$ cat config.mk
export PLATFORM = sky130hd
export DESIGN_NAME = ams_top
export DESIGN_NICKNAME = d
export VERILOG_FILES = /design/src/rtl/ams_pkg.sv /design/src/rtl/ams_top.sv
export SDC_FILE = /design/constraint.sdc
export NUM_CORES = 1
export LEC_CHECK = 0
export BUFFER_PORTS_ARGS = -buffer_cell sky130_fd_sc_hd__buf_4
export CAP_MARGIN = 40
export CELL_PAD_IN_SITES_DETAIL_PLACEMENT = 1
export CELL_PAD_IN_SITES_GLOBAL_PLACEMENT = 2
export CORE_MARGIN = 2
export CORE_UTILIZATION = 36
export DETAILED_ROUTE_END_ITERATION = 10
export HOLD_SLACK_MARGIN = 0.15
export PLACE_DENSITY_LB_ADDON = 0.12
export SLEW_MARGIN = 20
export SYNTH_ARGS = -nofsm -noshare
export SYNTH_HDL_FRONTEND = slang
export SYNTH_SLANG_ARGS = --single-unit
$ cat constraint.sdc
create_clock -name clk_i -period 4.4 [get_ports clk_i]
set_clock_uncertainty 0.15 [all_clocks]
set_input_delay 0.22 -clock clk_i [delete_from_list [all_inputs] [get_ports clk_i]]
set_output_delay 0.22 -clock clk_i [all_outputs]
set_load 0.05 [all_outputs]
$ cat src/rtl/ams_pkg.sv
// package for the converter input multiplexer select block
// assumes a 32-bit axi4-lite register bus on one clock
package ams_pkg;
  // register byte addresses
  localparam logic [3:0] INPUT_SELECT_ADDR = 4'h0;
  localparam logic [3:0] SCAN_SELECT_ADDR = 4'h4;
  localparam logic [3:0] CONTROL_ADDR = 4'h8;
  // input_select field positions
  localparam int NEG_SEL_B_POS = 31;
  localparam int POS_SEL_B_LSB = 24;
  localparam int NEG_SEL_A_POS = 23;
  localparam int POS_SEL_A_LSB = 16;
  // control field positions
  localparam int ALT_POS = 0;
  localparam int SCAN_EN_POS = 10;
  localparam int OFFSET_CALIBRATION_POS = 12;
  // write masks of implemented bits
  localparam logic [31:0] INPUT_SELECT_MASK = 32'h8f8f_0000;
  localparam logic [31:0] SCAN_SELECT_MASK = 32'h0000_ffff;
  localparam logic [31:0] CONTROL_MASK = 32'h0000_1401;
  // values after reset
  localparam logic [31:0] INPUT_SELECT_RST = 32'h0000_0000;
  localparam logic [15:0] SCAN_SELECT_RST = 16'h0000;
  localparam logic [31:0] CONTROL_RST = 32'h0000_0000;
  // positive input codes
  localparam logic [3:0] POS_LAST_PIN = 4'hc;
  localparam logic [3:0] POS_TEMP = 4'hd;
  localparam logic [3:0] POS_INTERNAL_ABS_REFERENCE = 4'he;
  localparam logic [3:0] POS_OPEN = 4'hf;
  // scan slots beyond the pins
  localparam logic [3:0] SCAN_CTU = 4'hd;
  localparam logic [3:0] SCAN_INTERNAL_ABS_REFERENCE = 4'he;
  localparam logic [3:0] SCAN_GND = 4'hf;
  localparam int NUM_PINS = 13;
  localparam int SCAN_BITS = 16;
  localparam logic [1:0] RESP_OKAY = 2'b00;
  localparam logic [1:0] RESP_SLVERR = 2'b10;

  // analog source selected for a mux leg
  typedef enum logic [2:0] {
    SRC_PIN, SRC_LOW_REF, SRC_TEMP, SRC_INTERNAL_ABS_REFERENCE, SRC_OPEN, SRC_CTU, SRC_GND
  } ams_src_type;

  // one leg of the mux: source kind and pin number
  typedef struct packed {
    ams_src_type src;
    logic [3:0] pin;
  } ams_leg_type;

  // full mux steering
  typedef struct packed {
    ams_leg_type pos;
    ams_leg_type neg;
  } ams_mux_type;
endpackage

$ cat src/rtl/ams_top.sv
// register file and steering logic for the channel 0 input multiplexer
// assumes an axi4-lite master, a sample strobe from the converter
// sequencer, and a pin-present mask tied off per package
//
// Decided for this implementation: the AXI4-Lite interface to the registers and the register addresses.
`timescale 1ns/1ps
`default_nettype none
module ams_top (
  input wire logic clk_i,
  input wire logic rst_b_i,
  input wire logic [3:0] s_axi_awaddr_i,
  input wire logic s_axi_awvalid_i,
  output logic s_axi_awready_o,
  input wire logic [31:0] s_axi_wdata_i,
  input wire logic [3:0] s_axi_wstrb_i,
  input wire logic s_axi_wvalid_i,
  output logic s_axi_wready_o,
  output logic [1:0] s_axi_bresp_o,
  output logic s_axi_bvalid_o,
  input wire logic s_axi_bready_i,
  input wire logic [3:0] s_axi_araddr_i,
  input wire logic s_axi_arvalid_i,
  output logic s_axi_arready_o,
  output logic [31:0] s_axi_rdata_o,
  output logic [1:0] s_axi_rresp_o,
  output logic s_axi_rvalid_o,
  input wire logic s_axi_rready_i,
  input wire logic sample_done_i,
  input wire logic seq_restart_i,
  input wire logic [12:0] pin_present_i,
  output ams_pkg::ams_mux_type mux_o,
  output logic sample_b_o,
  output logic [3:0] scan_slot_o
);
  // reset release synchroniser
  logic rst_meta_ff;
  logic rst_sync_ff;
  always_ff @(posedge clk_i or negedge rst_b_i) begin
    if (!rst_b_i) begin
      rst_meta_ff <= 1'b0;
      rst_sync_ff <= 1'b0;
    end else begin
      rst_meta_ff <= 1'b1;
      rst_sync_ff <= rst_meta_ff;
    end
  end
  wire logic rst_b;
  assign rst_b = rst_sync_ff;

  // apply byte strobes and an implemented-bit mask to a register
  function automatic logic [31:0] wr_merge(input logic [31:0] old_v,
                                           input logic [31:0] new_v,
                                           input logic [3:0] strb,
                                           input logic [31:0] mask);
    logic [31:0] res;
    res = old_v;
    for (int i = 0; i < 4; i++) begin
      if (strb[i]) begin
        res[i*8 +: 8] = new_v[i*8 +: 8];
      end
    end
    wr_merge = res & mask;
  endfunction

  // leg for a pin number, low reference when the pin is absent
  function automatic ams_pkg::ams_leg_type pin_leg(input logic [3:0] n,
                                                   input logic [12:0] pres);
    ams_pkg::ams_leg_type l;
    l.pin = n;
    l.src = pres[n] ? ams_pkg::SRC_PIN : ams_pkg::SRC_LOW_REF;
    pin_leg = l;
  endfunction

  // state
  logic [31:0] in_sel_ff, nxt_in_sel;
  logic [15:0] scan_sel_ff, nxt_scan_sel;
  logic [31:0] ctrl_ff, nxt_ctrl;
  logic aw_got_ff, nxt_aw_got;
  logic w_got_ff, nxt_w_got;
  logic [3:0] awaddr_ff, nxt_awaddr;
  logic [31:0] wdata_ff, nxt_wdata;
  logic [3:0] wstrb_ff, nxt_wstrb;
  logic bvalid_ff, nxt_bvalid;
  logic [1:0] bresp_ff, nxt_bresp;
  logic rvalid_ff, nxt_rvalid;
  logic [31:0] rdata_ff, nxt_rdata;
  logic [1:0] rresp_ff, nxt_rresp;
  logic sample_b_ff, nxt_sample_b;
  logic [3:0] scan_slot_ff, nxt_scan_slot;
  ams_pkg::ams_mux_type mux_ff, nxt_mux;

  // handshakes
  assign s_axi_awready_o = !aw_got_ff && !bvalid_ff;
  assign s_axi_wready_o = !w_got_ff && !bvalid_ff;
  assign s_axi_arready_o = !rvalid_ff;
  assign s_axi_bvalid_o = bvalid_ff;
  assign s_axi_bresp_o = bresp_ff;
  assign s_axi_rvalid_o = rvalid_ff;
  assign s_axi_rdata_o = rdata_ff;
  assign s_axi_rresp_o = rresp_ff;

  // write channel capture, register write and response
  always_comb begin
    logic [3:0] a;
    logic [31:0] d;
    logic [3:0] s;
    a = aw_got_ff ? awaddr_ff : s_axi_awaddr_i;
    d = w_got_ff ? wdata_ff : s_axi_wdata_i;
    s = w_got_ff ? wstrb_ff : s_axi_wstrb_i;
    nxt_aw_got = aw_got_ff;
    nxt_w_got = w_got_ff;
    nxt_awaddr = awaddr_ff;
    nxt_wdata = wdata_ff;
    nxt_wstrb = wstrb_ff;
    nxt_bvalid = bvalid_ff;
    nxt_bresp = bresp_ff;
    nxt_in_sel = in_sel_ff;
    nxt_scan_sel = scan_sel_ff;
    nxt_ctrl = ctrl_ff;
    if (s_axi_awvalid_i && s_axi_awready_o) begin
      nxt_aw_got = 1'b1;
      nxt_awaddr = s_axi_awaddr_i;
    end
    if (s_axi_wvalid_i && s_axi_wready_o) begin
      nxt_w_got = 1'b1;
      nxt_wdata = s_axi_wdata_i;
      nxt_wstrb = s_axi_wstrb_i;
    end
    if (nxt_aw_got && nxt_w_got && !bvalid_ff) begin
      nxt_aw_got = 1'b0;
      nxt_w_got = 1'b0;
      nxt_bvalid = 1'b1;
      nxt_bresp = ams_pkg::RESP_OKAY;
      if (a == ams_pkg::INPUT_SELECT_ADDR) begin
        nxt_in_sel = wr_merge(in_sel_ff, d, s,
                              ams_pkg::INPUT_SELECT_MASK);
      end else if (a == ams_pkg::SCAN_SELECT_ADDR) begin
        nxt_scan_sel = 16'(wr_merge({16'h0000, scan_sel_ff}, d, s,
                                    ams_pkg::SCAN_SELECT_MASK));
      end else if (a == ams_pkg::CONTROL_ADDR) begin
        nxt_ctrl = wr_merge(ctrl_ff, d, s, ams_pkg::CONTROL_MASK);
      end else begin
        nxt_bresp = ams_pkg::RESP_SLVERR;
      end
    end else if (bvalid_ff && s_axi_bready_i) begin
      nxt_bvalid = 1'b0;
    end
  end

  // read channel
  always_comb begin
    nxt_rvalid = rvalid_ff;
    nxt_rdata = rdata_ff;
    nxt_rresp = rresp_ff;
    if (s_axi_arvalid_i && s_axi_arready_o) begin
      nxt_rvalid = 1'b1;
      nxt_rresp = ams_pkg::RESP_OKAY;
      if (s_axi_araddr_i == ams_pkg::INPUT_SELECT_ADDR) begin
        nxt_rdata = in_sel_ff;
      end else if (s_axi_araddr_i == ams_pkg::SCAN_SELECT_ADDR) begin
        nxt_rdata = {16'h0000, scan_sel_ff};
      end else if (s_axi_araddr_i == ams_pkg::CONTROL_ADDR) begin
        nxt_rdata = ctrl_ff;
      end else begin
        nxt_rdata = 32'h0000_0000;
        nxt_rresp = ams_pkg::RESP_SLVERR;
      end
    end else if (rvalid_ff && s_axi_rready_i) begin
      nxt_rvalid = 1'b0;
    end
  end

  // sample sequencing: alternate a/b and step the scan list
  always_comb begin
    logic found;
    logic [3:0] idx;
    found = 1'b0;
    idx = 4'h0;
    nxt_sample_b = sample_b_ff;
    nxt_scan_slot = scan_slot_ff;
    if (seq_restart_i || !ctrl_ff[ams_pkg::ALT_POS]) begin
      nxt_sample_b = 1'b0;
    end else if (sample_done_i) begin
      nxt_sample_b = !sample_b_ff;
    end
    if (seq_restart_i || !ctrl_ff[ams_pkg::SCAN_EN_POS]) begin
      // first listed member from slot 0
      for (int i = ams_pkg::SCAN_BITS - 1; i >= 0; i--) begin
        if (scan_sel_ff[i]) begin
          nxt_scan_slot = 4'(i);
        end
      end
      if (scan_sel_ff == 16'h0000) begin
        nxt_scan_slot = 4'h0;
      end
    end else if (sample_done_i) begin
      // next listed member after the current one, wrapping
      for (int k = 1; k <= ams_pkg::SCAN_BITS; k++) begin
        idx = 4'(scan_slot_ff + 4'(k));
        if (!found && scan_sel_ff[idx]) begin
          found = 1'b1;
          nxt_scan_slot = idx;
        end
      end
    end
  end

  // mux steering from the active settings
  always_comb begin
    logic [3:0] code;
    logic neg;
    code = 4'h0;
    neg = 1'b0;
    nxt_mux.pos = pin_leg(4'h0, pin_present_i);
    nxt_mux.neg = '{src: ams_pkg::SRC_LOW_REF, pin: 4'h0};
    if (sample_b_ff) begin
      code = in_sel_ff[ams_pkg::POS_SEL_B_LSB +: 4];
      neg = in_sel_ff[ams_pkg::NEG_SEL_B_POS];
    end else begin
      code = in_sel_ff[ams_pkg::POS_SEL_A_LSB +: 4];
      neg = in_sel_ff[ams_pkg::NEG_SEL_A_POS];
    end
    if (ctrl_ff[ams_pkg::OFFSET_CALIBRATION_POS]) begin
      nxt_mux.pos = '{src: ams_pkg::SRC_LOW_REF, pin: 4'h0};
    end else if (ctrl_ff[ams_pkg::SCAN_EN_POS] && !sample_b_ff &&
                 scan_sel_ff != 16'h0000) begin
      // scan replaces the sample a code; an empty list uses the code
      if (scan_slot_ff == ams_pkg::SCAN_CTU) begin
        nxt_mux.pos = '{src: ams_pkg::SRC_CTU, pin: 4'h0};
      end else if (scan_slot_ff == ams_pkg::SCAN_INTERNAL_ABS_REFERENCE) begin
        nxt_mux.pos = '{src: ams_pkg::SRC_INTERNAL_ABS_REFERENCE, pin: 4'h0};
      end else if (scan_slot_ff == ams_pkg::SCAN_GND) begin
        nxt_mux.pos = '{src: ams_pkg::SRC_GND, pin: 4'h0};
      end else begin
        nxt_mux.pos = pin_leg(scan_slot_ff, pin_present_i);
      end
    end else if (code <= ams_pkg::POS_LAST_PIN) begin
      nxt_mux.pos = pin_leg(code, pin_present_i);
    end else if (code == ams_pkg::POS_TEMP) begin
      nxt_mux.pos = '{src: ams_pkg::SRC_TEMP, pin: 4'h0};
    end else if (code == ams_pkg::POS_INTERNAL_ABS_REFERENCE) begin
      nxt_mux.pos = '{src: ams_pkg::SRC_INTERNAL_ABS_REFERENCE, pin: 4'h0};
    end else begin
      nxt_mux.pos = '{src: ams_pkg::SRC_OPEN, pin: 4'h0};
    end
    if (!ctrl_ff[ams_pkg::OFFSET_CALIBRATION_POS] && neg) begin
      nxt_mux.neg = pin_leg(4'h1, pin_present_i);
    end
  end

  // registers
  always_ff @(posedge clk_i or negedge rst_b) begin
    if (!rst_b) begin
      in_sel_ff <= ams_pkg::INPUT_SELECT_RST;
      scan_sel_ff <= ams_pkg::SCAN_SELECT_RST;
      ctrl_ff <= ams_pkg::CONTROL_RST;
      aw_got_ff <= 1'b0;
      w_got_ff <= 1'b0;
      awaddr_ff <= 4'h0;
      wdata_ff <= 32'h0000_0000;
      wstrb_ff <= 4'h0;
      bvalid_ff <= 1'b0;
      bresp_ff <= 2'b00;
      rvalid_ff <= 1'b0;
      rdata_ff <= 32'h0000_0000;
      rresp_ff <= 2'b00;
      sample_b_ff <= 1'b0;
      scan_slot_ff <= 4'h0;
      mux_ff <= '{pos: '{src: ams_pkg::SRC_LOW_REF, pin: 4'h0},
                  neg: '{src: ams_pkg::SRC_LOW_REF, pin: 4'h0}};
    end else begin
      in_sel_ff <= nxt_in_sel;
      scan_sel_ff <= nxt_scan_sel;
      ctrl_ff <= nxt_ctrl;
      aw_got_ff <= nxt_aw_got;
      w_got_ff <= nxt_w_got;
      awaddr_ff <= nxt_awaddr;
      wdata_ff <= nxt_wdata;
      wstrb_ff <= nxt_wstrb;
      bvalid_ff <= nxt_bvalid;
      bresp_ff <= nxt_bresp;
      rvalid_ff <= nxt_rvalid;
      rdata_ff <= nxt_rdata;
      rresp_ff <= nxt_rresp;
      sample_b_ff <= nxt_sample_b;
      scan_slot_ff <= nxt_scan_slot;
      mux_ff <= nxt_mux;
    end
  end

  assign mux_o = mux_ff;
  assign sample_b_o = sample_b_ff;
  assign scan_slot_o = scan_slot_ff;
endmodule // ams_top
`default_nettype wire

== After elaboration in Yosys (flattened, before gate mapping) ==
Index checks and enable logic that the tools add are counted.

* Flip-flop bits (word level): 130
* Latch bits: 0
* Bits in writable memories: 0
* Memory bits (read-only): 0
* Bits of input ports: 66
* Output and inout port bits: 60
* Logic and storage cells: 290
* Memories: 0

* Add/subtract/negate cells: 15
* Multiply operators: 0
* Divide/modulo/power cells: 0
* Magnitude comparators: 18
* Equal/unequal tests: 11
* Shift operators: 0
* Mux-type cells: 152
* Bitwise operators: 2
* Reduce and logical (&&, ||, !) cells: 68

{| class="wikitable"
|+ Operators by type and width
! cell !! count
|-
| $mux 4 || 38
|-
| $lt 4x5->1 const B || 17
|-
| $mux 1 || 77
|-
| $bmux 1 s4 || 18
|-
| $mux 32 || 2
|-
| $mux 7 || 8
|-
| $add 4x4->4 const B || 8
|-
| $reduce_bool 16->1 || 2
|-
| $eq 4x4->1 const B || 7
|-
| $logic_and 1x1->1 || 27
|-
| $logic_not 1->1 || 23
|-
| $ne 18x17->1 const B || 1
|-
| $add 4x3->4 const B || 4
|-
| $logic_not 16->1 || 1
|-
| $mux 16 || 1
|-
| $mux 13 || 1
|-
| $mux 2 || 6
|-
| $reduce_and 4->1 || 3
|-
| $reduce_and 5->1 || 2
|-
| $add 4x2->4 const B || 2
|-
| $eq 4x3->1 const B || 2
|-
| $logic_not 4->1 || 2
|-
| $reduce_bool 2->1 || 4
|-
| $reduce_and 3->1 || 2
|-
| other kinds (6) || 8
|}

== Longest topological paths before layout ==
Gate-level depths: netlist of the first run.

* Depth in word-level cells: 81
* Mapped depth: 16
* Mapped depth without buffers: 11

== Worst setup path before layout of the first run ==
No wires, ideal clock.

* Path type: flip-flop to flip-flop
* Start: register scan_slot_ff[1], in the netlist scan_slot_o[1]
* End: register scan_slot_ff[2], in the netlist scan_slot_o[2]
* Library setup time: 126 ps
* Arrival time: 4528 ps
* Data required time: 4124 ps
* Slack: -404 ps
* Cell stages (with the launch flop): 15
* Buffers on the path: 4
* Period minus slack after synthesis: 4804 ps
* Path through: dfrtp_1 -> buf_6 -> buf_2 -> inv_1 -> ha_1 -> buf_2 -> buf_2 -> mux2_1 -> mux4_2 -> mux2_2 -> or4_1 -> or3_4 -> o32a_1 -> a21oi_1 -> nor3_1

* Cells in the longest elaborated chain, start to end: 80
* Elaborated cells between the ends (all ways): 143
* Classes of those cells: 15 x add/sub; 1 x eq/ne; 95 x mux; 32 x reduce/logical

{| class="wikitable"
|+ Ends and longest elaborated chain
! element !! line !! source
|-
| start, declared || ams_top.sv:89 || <nowiki>logic [3:0] scan_slot_ff, nxt_scan_slot;</nowiki>
|-
| start signal, assigned || ams_top.sv:286 || <nowiki>scan_slot_ff <= nxt_scan_slot;</nowiki>
|-
| $add 4x1->4 || ams_top.sv:199 || <nowiki>idx = 4'(scan_slot_ff + 4'(k));</nowiki>
|-
| $bmux 1 s4 || ams_top.sv:200 || <nowiki>if (!found && scan_sel_ff[idx]) begin</nowiki>
|-
| $mux 1 (not written as such) || ams_top.sv:200 ||
|-
| $mux 1 || ams_top.sv:200 ||
|-
| $mux 1 || ams_top.sv:196 || <nowiki>end else if (sample_done_i) begin</nowiki>
|-
| $mux 1 || ams_top.sv:186 || <nowiki>if (seq_restart_i || !ctrl_ff[ams_pkg::SCAN_EN_POS]) begin</nowiki>
|-
| $logic_not 1->1 || ams_top.sv:200 ||
|-
| $logic_and 1x1->1 || ams_top.sv:200 ||
|-
| [... 64 more ...] || - ||
|-
| $logic_and 1x1->1 || ams_top.sv:200 ||
|-
| $mux 1 || ams_top.sv:200 ||
|-
| $mux 1 || ams_top.sv:196 ||
|-
| $mux 1 || ams_top.sv:186 ||
|-
| $logic_not 1->1 || ams_top.sv:200 ||
|-
| $logic_and 1x1->1 || ams_top.sv:200 ||
|-
| $ne 2x2->1 (no line) || - ||
|-
| $reduce_and 4->1 (no line) || - ||
|}

Parallel ways exist; a longest one is shown, timed or not. The select of a mux whose other input is x is not followed.
A chain may end at the register's enable or synchronous reset.

== Worst setup path in the final report of the first run ==
* Start: register scan_slot_ff[1], in the netlist scan_slot_o[1]
* End: register scan_slot_ff[1], in the netlist scan_slot_o[1]

Same word-level chain as after synthesis.

==> reports/qor.yml, run 1 <==
drc: 0
setup_violations: 0
arrival_ns: 4.26
core_area_um2: 20900
clk_latency_ns: 0.35
synth_edf_count: 0
ys.flop_type: "dfrtp_1"
routed_wl_mm: 24.6
synth_top_area_share_pct: 35.8
die_h_um: 149
leakagePower_nw: 4.24
slew_headroom_pct: 48.6
fillers: 2365
layout-drive-gt1-share_pct: 28.7
r2r-start: "scan_slot_o[1]"
max_slew.worst_pin.slew_ns: 0.771
max_cap_violations: 0
crit_type: "register to register"
avgSynthCellArea_um2: 10.0
ant_nets: 0
route.detailed.wl_per_inst_um: 20.4
crit_start: "scan_slot_o[1]"
worstPathRequired_ns: 4.51
cp-start-kind: "register"
post-route-period-util_pct: 94.2
antenna_cells: 0
grt_setup_unrepaired: "false"
h-tree-depth: 3
dp_hpwl_mm: 19.0
timing.final.ws_setup_ns: 0.256
grt_max_degree: 55
clock-sinks: 111
async_flop_share_pct: 100
hold_viol: 0
ys_top_cells_by_area: "dfrtp_1 (36%), mux2i_1 (7.1%), mux2_2 (7.0%)"
yosysWarnings: 0
hold_start: "s_axi_wvalid_i"
antenna_found_initial: 0
ir_drop_mv: 0.291
grtUsageTotal_pct: 22.7
worstSetupEndpointType: "register"
grt_pass1_vias: 7154
dr.pass1.iters: 4
portBuffers: 106
routed_via_density: 5.50
place.gp.congestion: 0.858
yosysTopAreaCell: "dfrtp_1"
powerDensity_nw_per_um2: 918
drtIter0Drc: 248
yosysSeqAreaShare_pct: 36.5
yosys_register_bits: 111
gr-total-overflow: 0
status: "finished clean"
rows: 53
period_needed_ns: 4.14
path_clk_slew_ns: 0.07
die_x_um: 149
fin_setup_tns_ns: 0
drv_slew: 0
nets: 1003
areaGrowthSynthToFinish_pct: 25.8
hp-class: "input port to register"
whs_ns: 0.171
syn_inst: 758
crit_fanout: 17
initial_utilization_pct: 36.4
synth.distinct_cells: 87
die-area_um2: 22300
clock_path_buffers: 2
vias: 6635
clock.fmax_mhz: 241
cts_tree: "yes"
numCtsBuffers: 9
dpl_worst_slack_ns: 0.151
num_io_pins: 126
final_util_pct: 45.8
syn_area_um2: 7610
cts_root_buf: "clkbuf_16"
grt_pass1_wl_mm: 39.0
==> layout make-up <==
class | instances | area, µm² | share of cell area (%)
Timing Repair Buffer | 208 | 1730 | 18.1
Tap cell | 275 | 344 | 3.59
Inverter | 25 | 93.8 | 0.980
Clock inverter | 3 | 25.0 | 0.261
Multi-Input combinational cell | 571 | 4340 | 45.3
Sequential cell | 111 | 2790 | 29.1
Clock buffer | 13 | 250 | 2.61
==> cells by family (layout without fill, tap and decap cells) <==
kind of cell | count (synthesis) | after routing | share of synthesized area, %
multiplexers | 132 | 132 | 23.5
flip-flops | 111 | 111 | 36.5
other | 2 | 14 | 0.0987
XOR/XNOR | 12 | 12 | 1.38
AND/OR/NAND/NOR | 226 | 226 | 14.1
buffers and inverters | 88 | 249 | 7.12
adder cells (fa/ha/maj) | 11 | 11 | 1.81
AO/OA/AOI/OAI | 176 | 176 | 15.5
==> worst max-delay path, cell delays in order, from the launching register on <==
cell,delay (ns)
dfrtp_2,0.45
inv_2,0.06
ha_1,0.27
buf_4,0.23
mux2_2,0.37
mux4_2,0.53
mux2_2,0.37
or4_1,0.61
or3_4,0.39
nor2_1,0.19
o2bb2ai_1,0.13
nor4_1,0.07
a211oi_1,0.20
==> through the flow <==
stage	instances	power, W	cell area (µm²)
after floorplan	770	0.00597	7670
after global placement	1132	0.00775	8700
after detailed placement	1136	0.00790	8760
after CTS	1203	0.00878	9550
after global routing	1206	0.00940	9570
final	1206	0.00879	9570
==> routing by layer <==
metal  share of wire [%]  vias up  GRT usage (%)
met5                   0        -              0
met1                  40     3378           26.5
met2                  54      127           41.6
met4                 3.6        0           9.57
met3                 2.5       42           3.09
li1                    -     3088              -
==> timing repair <==
action / in CTS / in global routing
hold buffers: 51 / 0
gates resized for setup: 0 / 1
buffers inserted: 0 / 1
endpoints found under the setup margin: 0 / 2
endpoints found under the hold margin: 76 / 0
==> cells in the final DEF (no fill, tap or decap), types with 4 or more instances in the layout <==
| cell | instances |
|---|---|
| nand2_1 | 69 |
| a22o_1 | 13 |
| dlygate4sd3_1 | 51 |
| conb_1 | 14 |
| dfrtp_1 | 105 |
| a21oi_1 | 62 |
| clkbuf_16 | 9 |
| mux4_2 | 22 |
| o21ai_0 | 21 |
| nor3b_1 | 4 |
| ha_1 | 11 |
| and3_1 | 4 |
| nand3_1 | 7 |
| or4_1 | 4 |
| nor2b_1 | 10 |
| nor4_1 | 5 |
| mux2_2 | 47 |
| o31ai_1 | 6 |
| mux2i_1 | 54 |
| and2_1 | 4 |
| a211oi_1 | 6 |
| mux4_1 | 8 |
| xnor2_1 | 7 |
| nor2_1 | 75 |
| nor3_1 | 14 |
| inv_1 | 22 |
| buf_4 | 152 |
| nand2b_1 | 7 |
| xor2_1 | 5 |
| a22oi_1 | 8 |
| a31oi_1 | 12 |
==> cells in the mapped netlist, types with 4 or more instances <==
cell type,number
mux4_1,8
mux2_2,47
mux4_2,22
clkbuf_1,19
buf_6,4
o21ai_0,21
nor2b_1,11
mux2i_1,54
inv_1,23
xor2_1,5
and3_1,4
o31ai_1,6
dfrtp_1,109
ha_1,11
nand2_1,69
or4_1,4
a22oi_1,8
nor4_1,5
nor3b_1,4
and2_1,4
xnor2_1,7
a22o_1,13
buf_2,4
buf_4,18
nand3_1,7
nor2_1,75
nor3_1,14
a211oi_1,6
a31oi_1,12
nand2b_1,7
clkbuf_8,9
a21oi_1,62
buf_1,6
==> power by group <==
part           internal (W)  switching [W]  leakage (nW)  total [W]
sequential          0.00140       0.000451          1.39    0.00185
combinational       0.00265        0.00350          2.72    0.00615
clock              0.000406       0.000380         0.131   0.000786
total               0.00446        0.00433          4.24    0.00879
==> state kept, by name, summed over array words and instances (netlist names) <==
signal,cells
rst_b,1
w_got_ff,1
ctrl_ff,3
aw_got_ff,1
wdata_ff,26
scan_slot_o,4
s_axi_rresp_o,1
s_axi_bvalid_o,1
in_sel_ff,10
scan_sel_ff,16
s_axi_bresp_o,1
s_axi_rdata_o,26
sample_b_o,1
mux_o,9
s_axi_rvalid_o,1
wstrb_ff,4
rst_meta_ff,1
awaddr_ff,4
==> final timing paths <==
| kind | cells after the start | endpoint | slack [ns] |
|---|---|---|---|
| min reg2reg | 0 | rst_b | 0.21 |
| max in group asynchronous | 1 | mux_o[4] | 2.91 |
| max | 12 | scan_slot_o[1] | 0.26 |
| min | 3 | aw_got_ff | 0.17 |
| max reg2reg | 12 | scan_slot_o[1] | 0.26 |
| min in group asynchronous | 0 | s_axi_rvalid_o | 0.26 |
Note: power is estimated with default switching activity, not from simulation.
==> run 2: changes to the inputs <==
CORE_UTILIZATION = 25   (was 36)
==> run 2 against run 1 <==
- utilization decreased by 13 points
- via count decreased by 0.54%
- wire length increased by 10%
- flip-flop and latch count unchanged
- non-clock buffer count increased by 3
- global-route usage decreased by 5.2 points
- clock power increased by 7.0%
- combinational power increased by 2%
==> reports/qor.yml, run 2 (synthesis gave the netlist of run 1 again) <==
cts_tree: "yes"  # unchanged
routed_wl_mm: 27.1  # was 24.6 mm
grtUsageTotal_pct: 17.5  # was 22.7%
dr.pass1.iters: 4  # unchanged
cp-start-kind: "register"  # unchanged
vias: 6599  # was 6635
max_cap_violations: 0  # unchanged
layout_common_cells: "buf_4 (157), dfrtp_1 (105), nor2_1 (75)"  # was buf_4 (152), dfrtp_1 (105), nor2_1 (75)
gr-total-overflow: 0  # unchanged
ant_nets: 0  # unchanged
rows: 63  # was 53
drc: 0  # unchanged
status: "finished clean"  # unchanged
place.gp.congestion: 0.813  # was 0.858
post_cts_resized: 0  # unchanged
die_h_um: 178  # was 149 µm
grt_pass1_vias: 7226  # was 7154
power.total_w: 0.00891  # was 0.00879 W
switching_share_pct: 50.1  # was 49.3%
antenna_found_initial: 0  # unchanged
arrival_ns: 4.33  # was 4.26 ns
dp_hpwl_mm: 21.1  # was 19.0 mm
numCtsBuffers: 9  # unchanged
power.share.clock_pct: 9.4  # was 8.9%
p_seq_share_pct: 20.1  # was 21.0%
clock-sinks: 111  # unchanged
nets: 1006  # was 1003
layout_commonest_cell: "buf_4"  # unchanged
internal_power_w: 0.00445  # was 0.00446 W
slew_headroom_pct: 42.3  # was 48.6%
cts_root_buf: "clkbuf_16"  # unchanged
portBuffers: 106  # unchanged
p_switching_w: 0.00447  # was 0.00433 W
post-route-period-util_pct: 96.5  # was 94.2%
max_slew.worst_pin.slew_ns: 0.841  # was 0.771 ns
crit_type: "register to register"  # unchanged
period_needed_ns: 4.25  # was 4.14 ns
initial_utilization_pct: 25.5  # was 36.4%
setup_violations: 0  # unchanged
hp-class: "input port to register"  # unchanged
h-tree-depth: 3  # unchanged
whs_ns: 0.176  # was 0.171 ns
clock_path_buffers: 2  # unchanged
die-area_um2: 31900  # was 22300 µm²
worstPathRequired_ns: 4.48  # was 4.51 ns
grt_pass1_wl_mm: 42.3  # was 39.0 mm
antenna_cells: 0  # unchanged
num_io_pins: 126  # unchanged
hold_viol: 0  # unchanged
path_clk_slew_ns: 0.08  # was 0.07 ns
route.detailed.wl_per_inst_um: 20.5  # was 20.4 µm
ir_drop_mv: 0.318  # was 0.291 mV
grt_max_degree: 47  # was 55
worstSetupEndpointType: "register"  # unchanged
die_x_um: 178  # was 149 µm
routed_via_density: 4.98  # was 5.50
clk_latency_ns: 0.36  # was 0.35 ns
leakagePower_nw: 4.27  # was 4.24 nW
crit_fanout: 17  # unchanged
core_area_um2: 29800  # was 20900 µm²
powerDensity_nw_per_um2: 914  # was 918 nW/µm²
drv_slew: 0  # unchanged
grt_setup_unrepaired: "false"  # unchanged
combPwrFrac_pct: 70.4  # was 70.0%
drtIter0Drc: 314  # was 248
areaGrowthSynthToFinish_pct: 28.2  # was 25.8%
clock.fmax_mhz: 235  # was 241 MHz
fin_setup_tns_ns: 0  # unchanged
layout-drive-gt1-share_pct: 29.2  # was 28.7%
-- run 2: final cells by class --
type,count,area (µm²)
timing repair buffer,211,1750
clock buffer,10,239
sequential,111,2790
tap,390,488
clock inverter,6,63.8
fill,3422,20000
multi-input combinational,571,4340
inverter,25,93.8
-- run 2: layer usage --
metal  wire length (µm)  global-route usage (%)  vias up
li1                   -                       -     3100
met1              11400                    21.6     3335
met2              14200                    31.5      134
met3                856                    2.15       30
met4                685                    6.00        0
met5                  0                       0        -
-- run 2: through the flow --
stage | std cells | area, µm² | utilization [%] | setup WS (ns)
2_1_floorplan | 770 | 7670 | - | 0.0409
3_3_place_gp | 1252 | 8880 | 29.8 | 0.260
3_5_place_dp | 1256 | 8930 | 30.0 | 0.196
4_1_cts | 1324 | 9760 | 32.7 | 0.202
5_1_grt | 1324 | 9760 | 32.7 | 0.0128
6_report | 1324 | 9760 | 32.7 | 0.153
-- run 2: power groups by stage --
| stage | clock network [W] | logic (W) | registers (W) |
|---|---|---|---|
| 6_report | 0.000841 | 0.00628 | 0.00180 |
| 5_1_grt | 0.000919 | 0.00677 | 0.00186 |
| 4_1_cts | 0.000880 | 0.00630 | 0.00181 |
| 3_5_place_dp | 0 | 0.00622 | 0.00183 |
| 3_3_place_gp | 0 | 0.00613 | 0.00180 |
| 2_1_floorplan | 0 | 0.00407 | 0.00191 |
-- run 2: worst max-delay path: stages (launching register included) --
cell	delay, ns
dfrtp_2	0.47
inv_2	0.06
ha_1	0.28
buf_4	0.24
mux2_2	0.38
mux4_2	0.53
or2_2	0.33
a211o_1	0.46
or4_1	0.54
a32oi_1	0.16
o21ai_1	0.13
a211oi_1	0.30
nor3_1	0.10
-- run 2: timing repair --
action / in CTS / in global routing
setup buffers: 0 / 0
hold buffers: 52 / 0
endpoints found under the hold margin: 78 / 0
-- run 2: worst paths after layout --
| kind | cells after the start | start | slack (ns) | endpoint |
|---|---|---|---|---|
| min reg2reg | 0 | rst_b | 0.20 | wdata_ff[19] |
| max reg2reg | 12 | scan_slot_o[0] | 0.15 | scan_slot_o[2] |
| min | 4 | s_axi_araddr_i[2] | 0.18 | s_axi_rdata_o[10] |
| min in group asynchronous | 0 | rst_b | 0.20 | wdata_ff[19] |
| max in group asynchronous | 1 | rst_b | 2.94 | s_axi_rdata_o[3] |
| max | 12 | scan_slot_o[0] | 0.15 | scan_slot_o[2] |
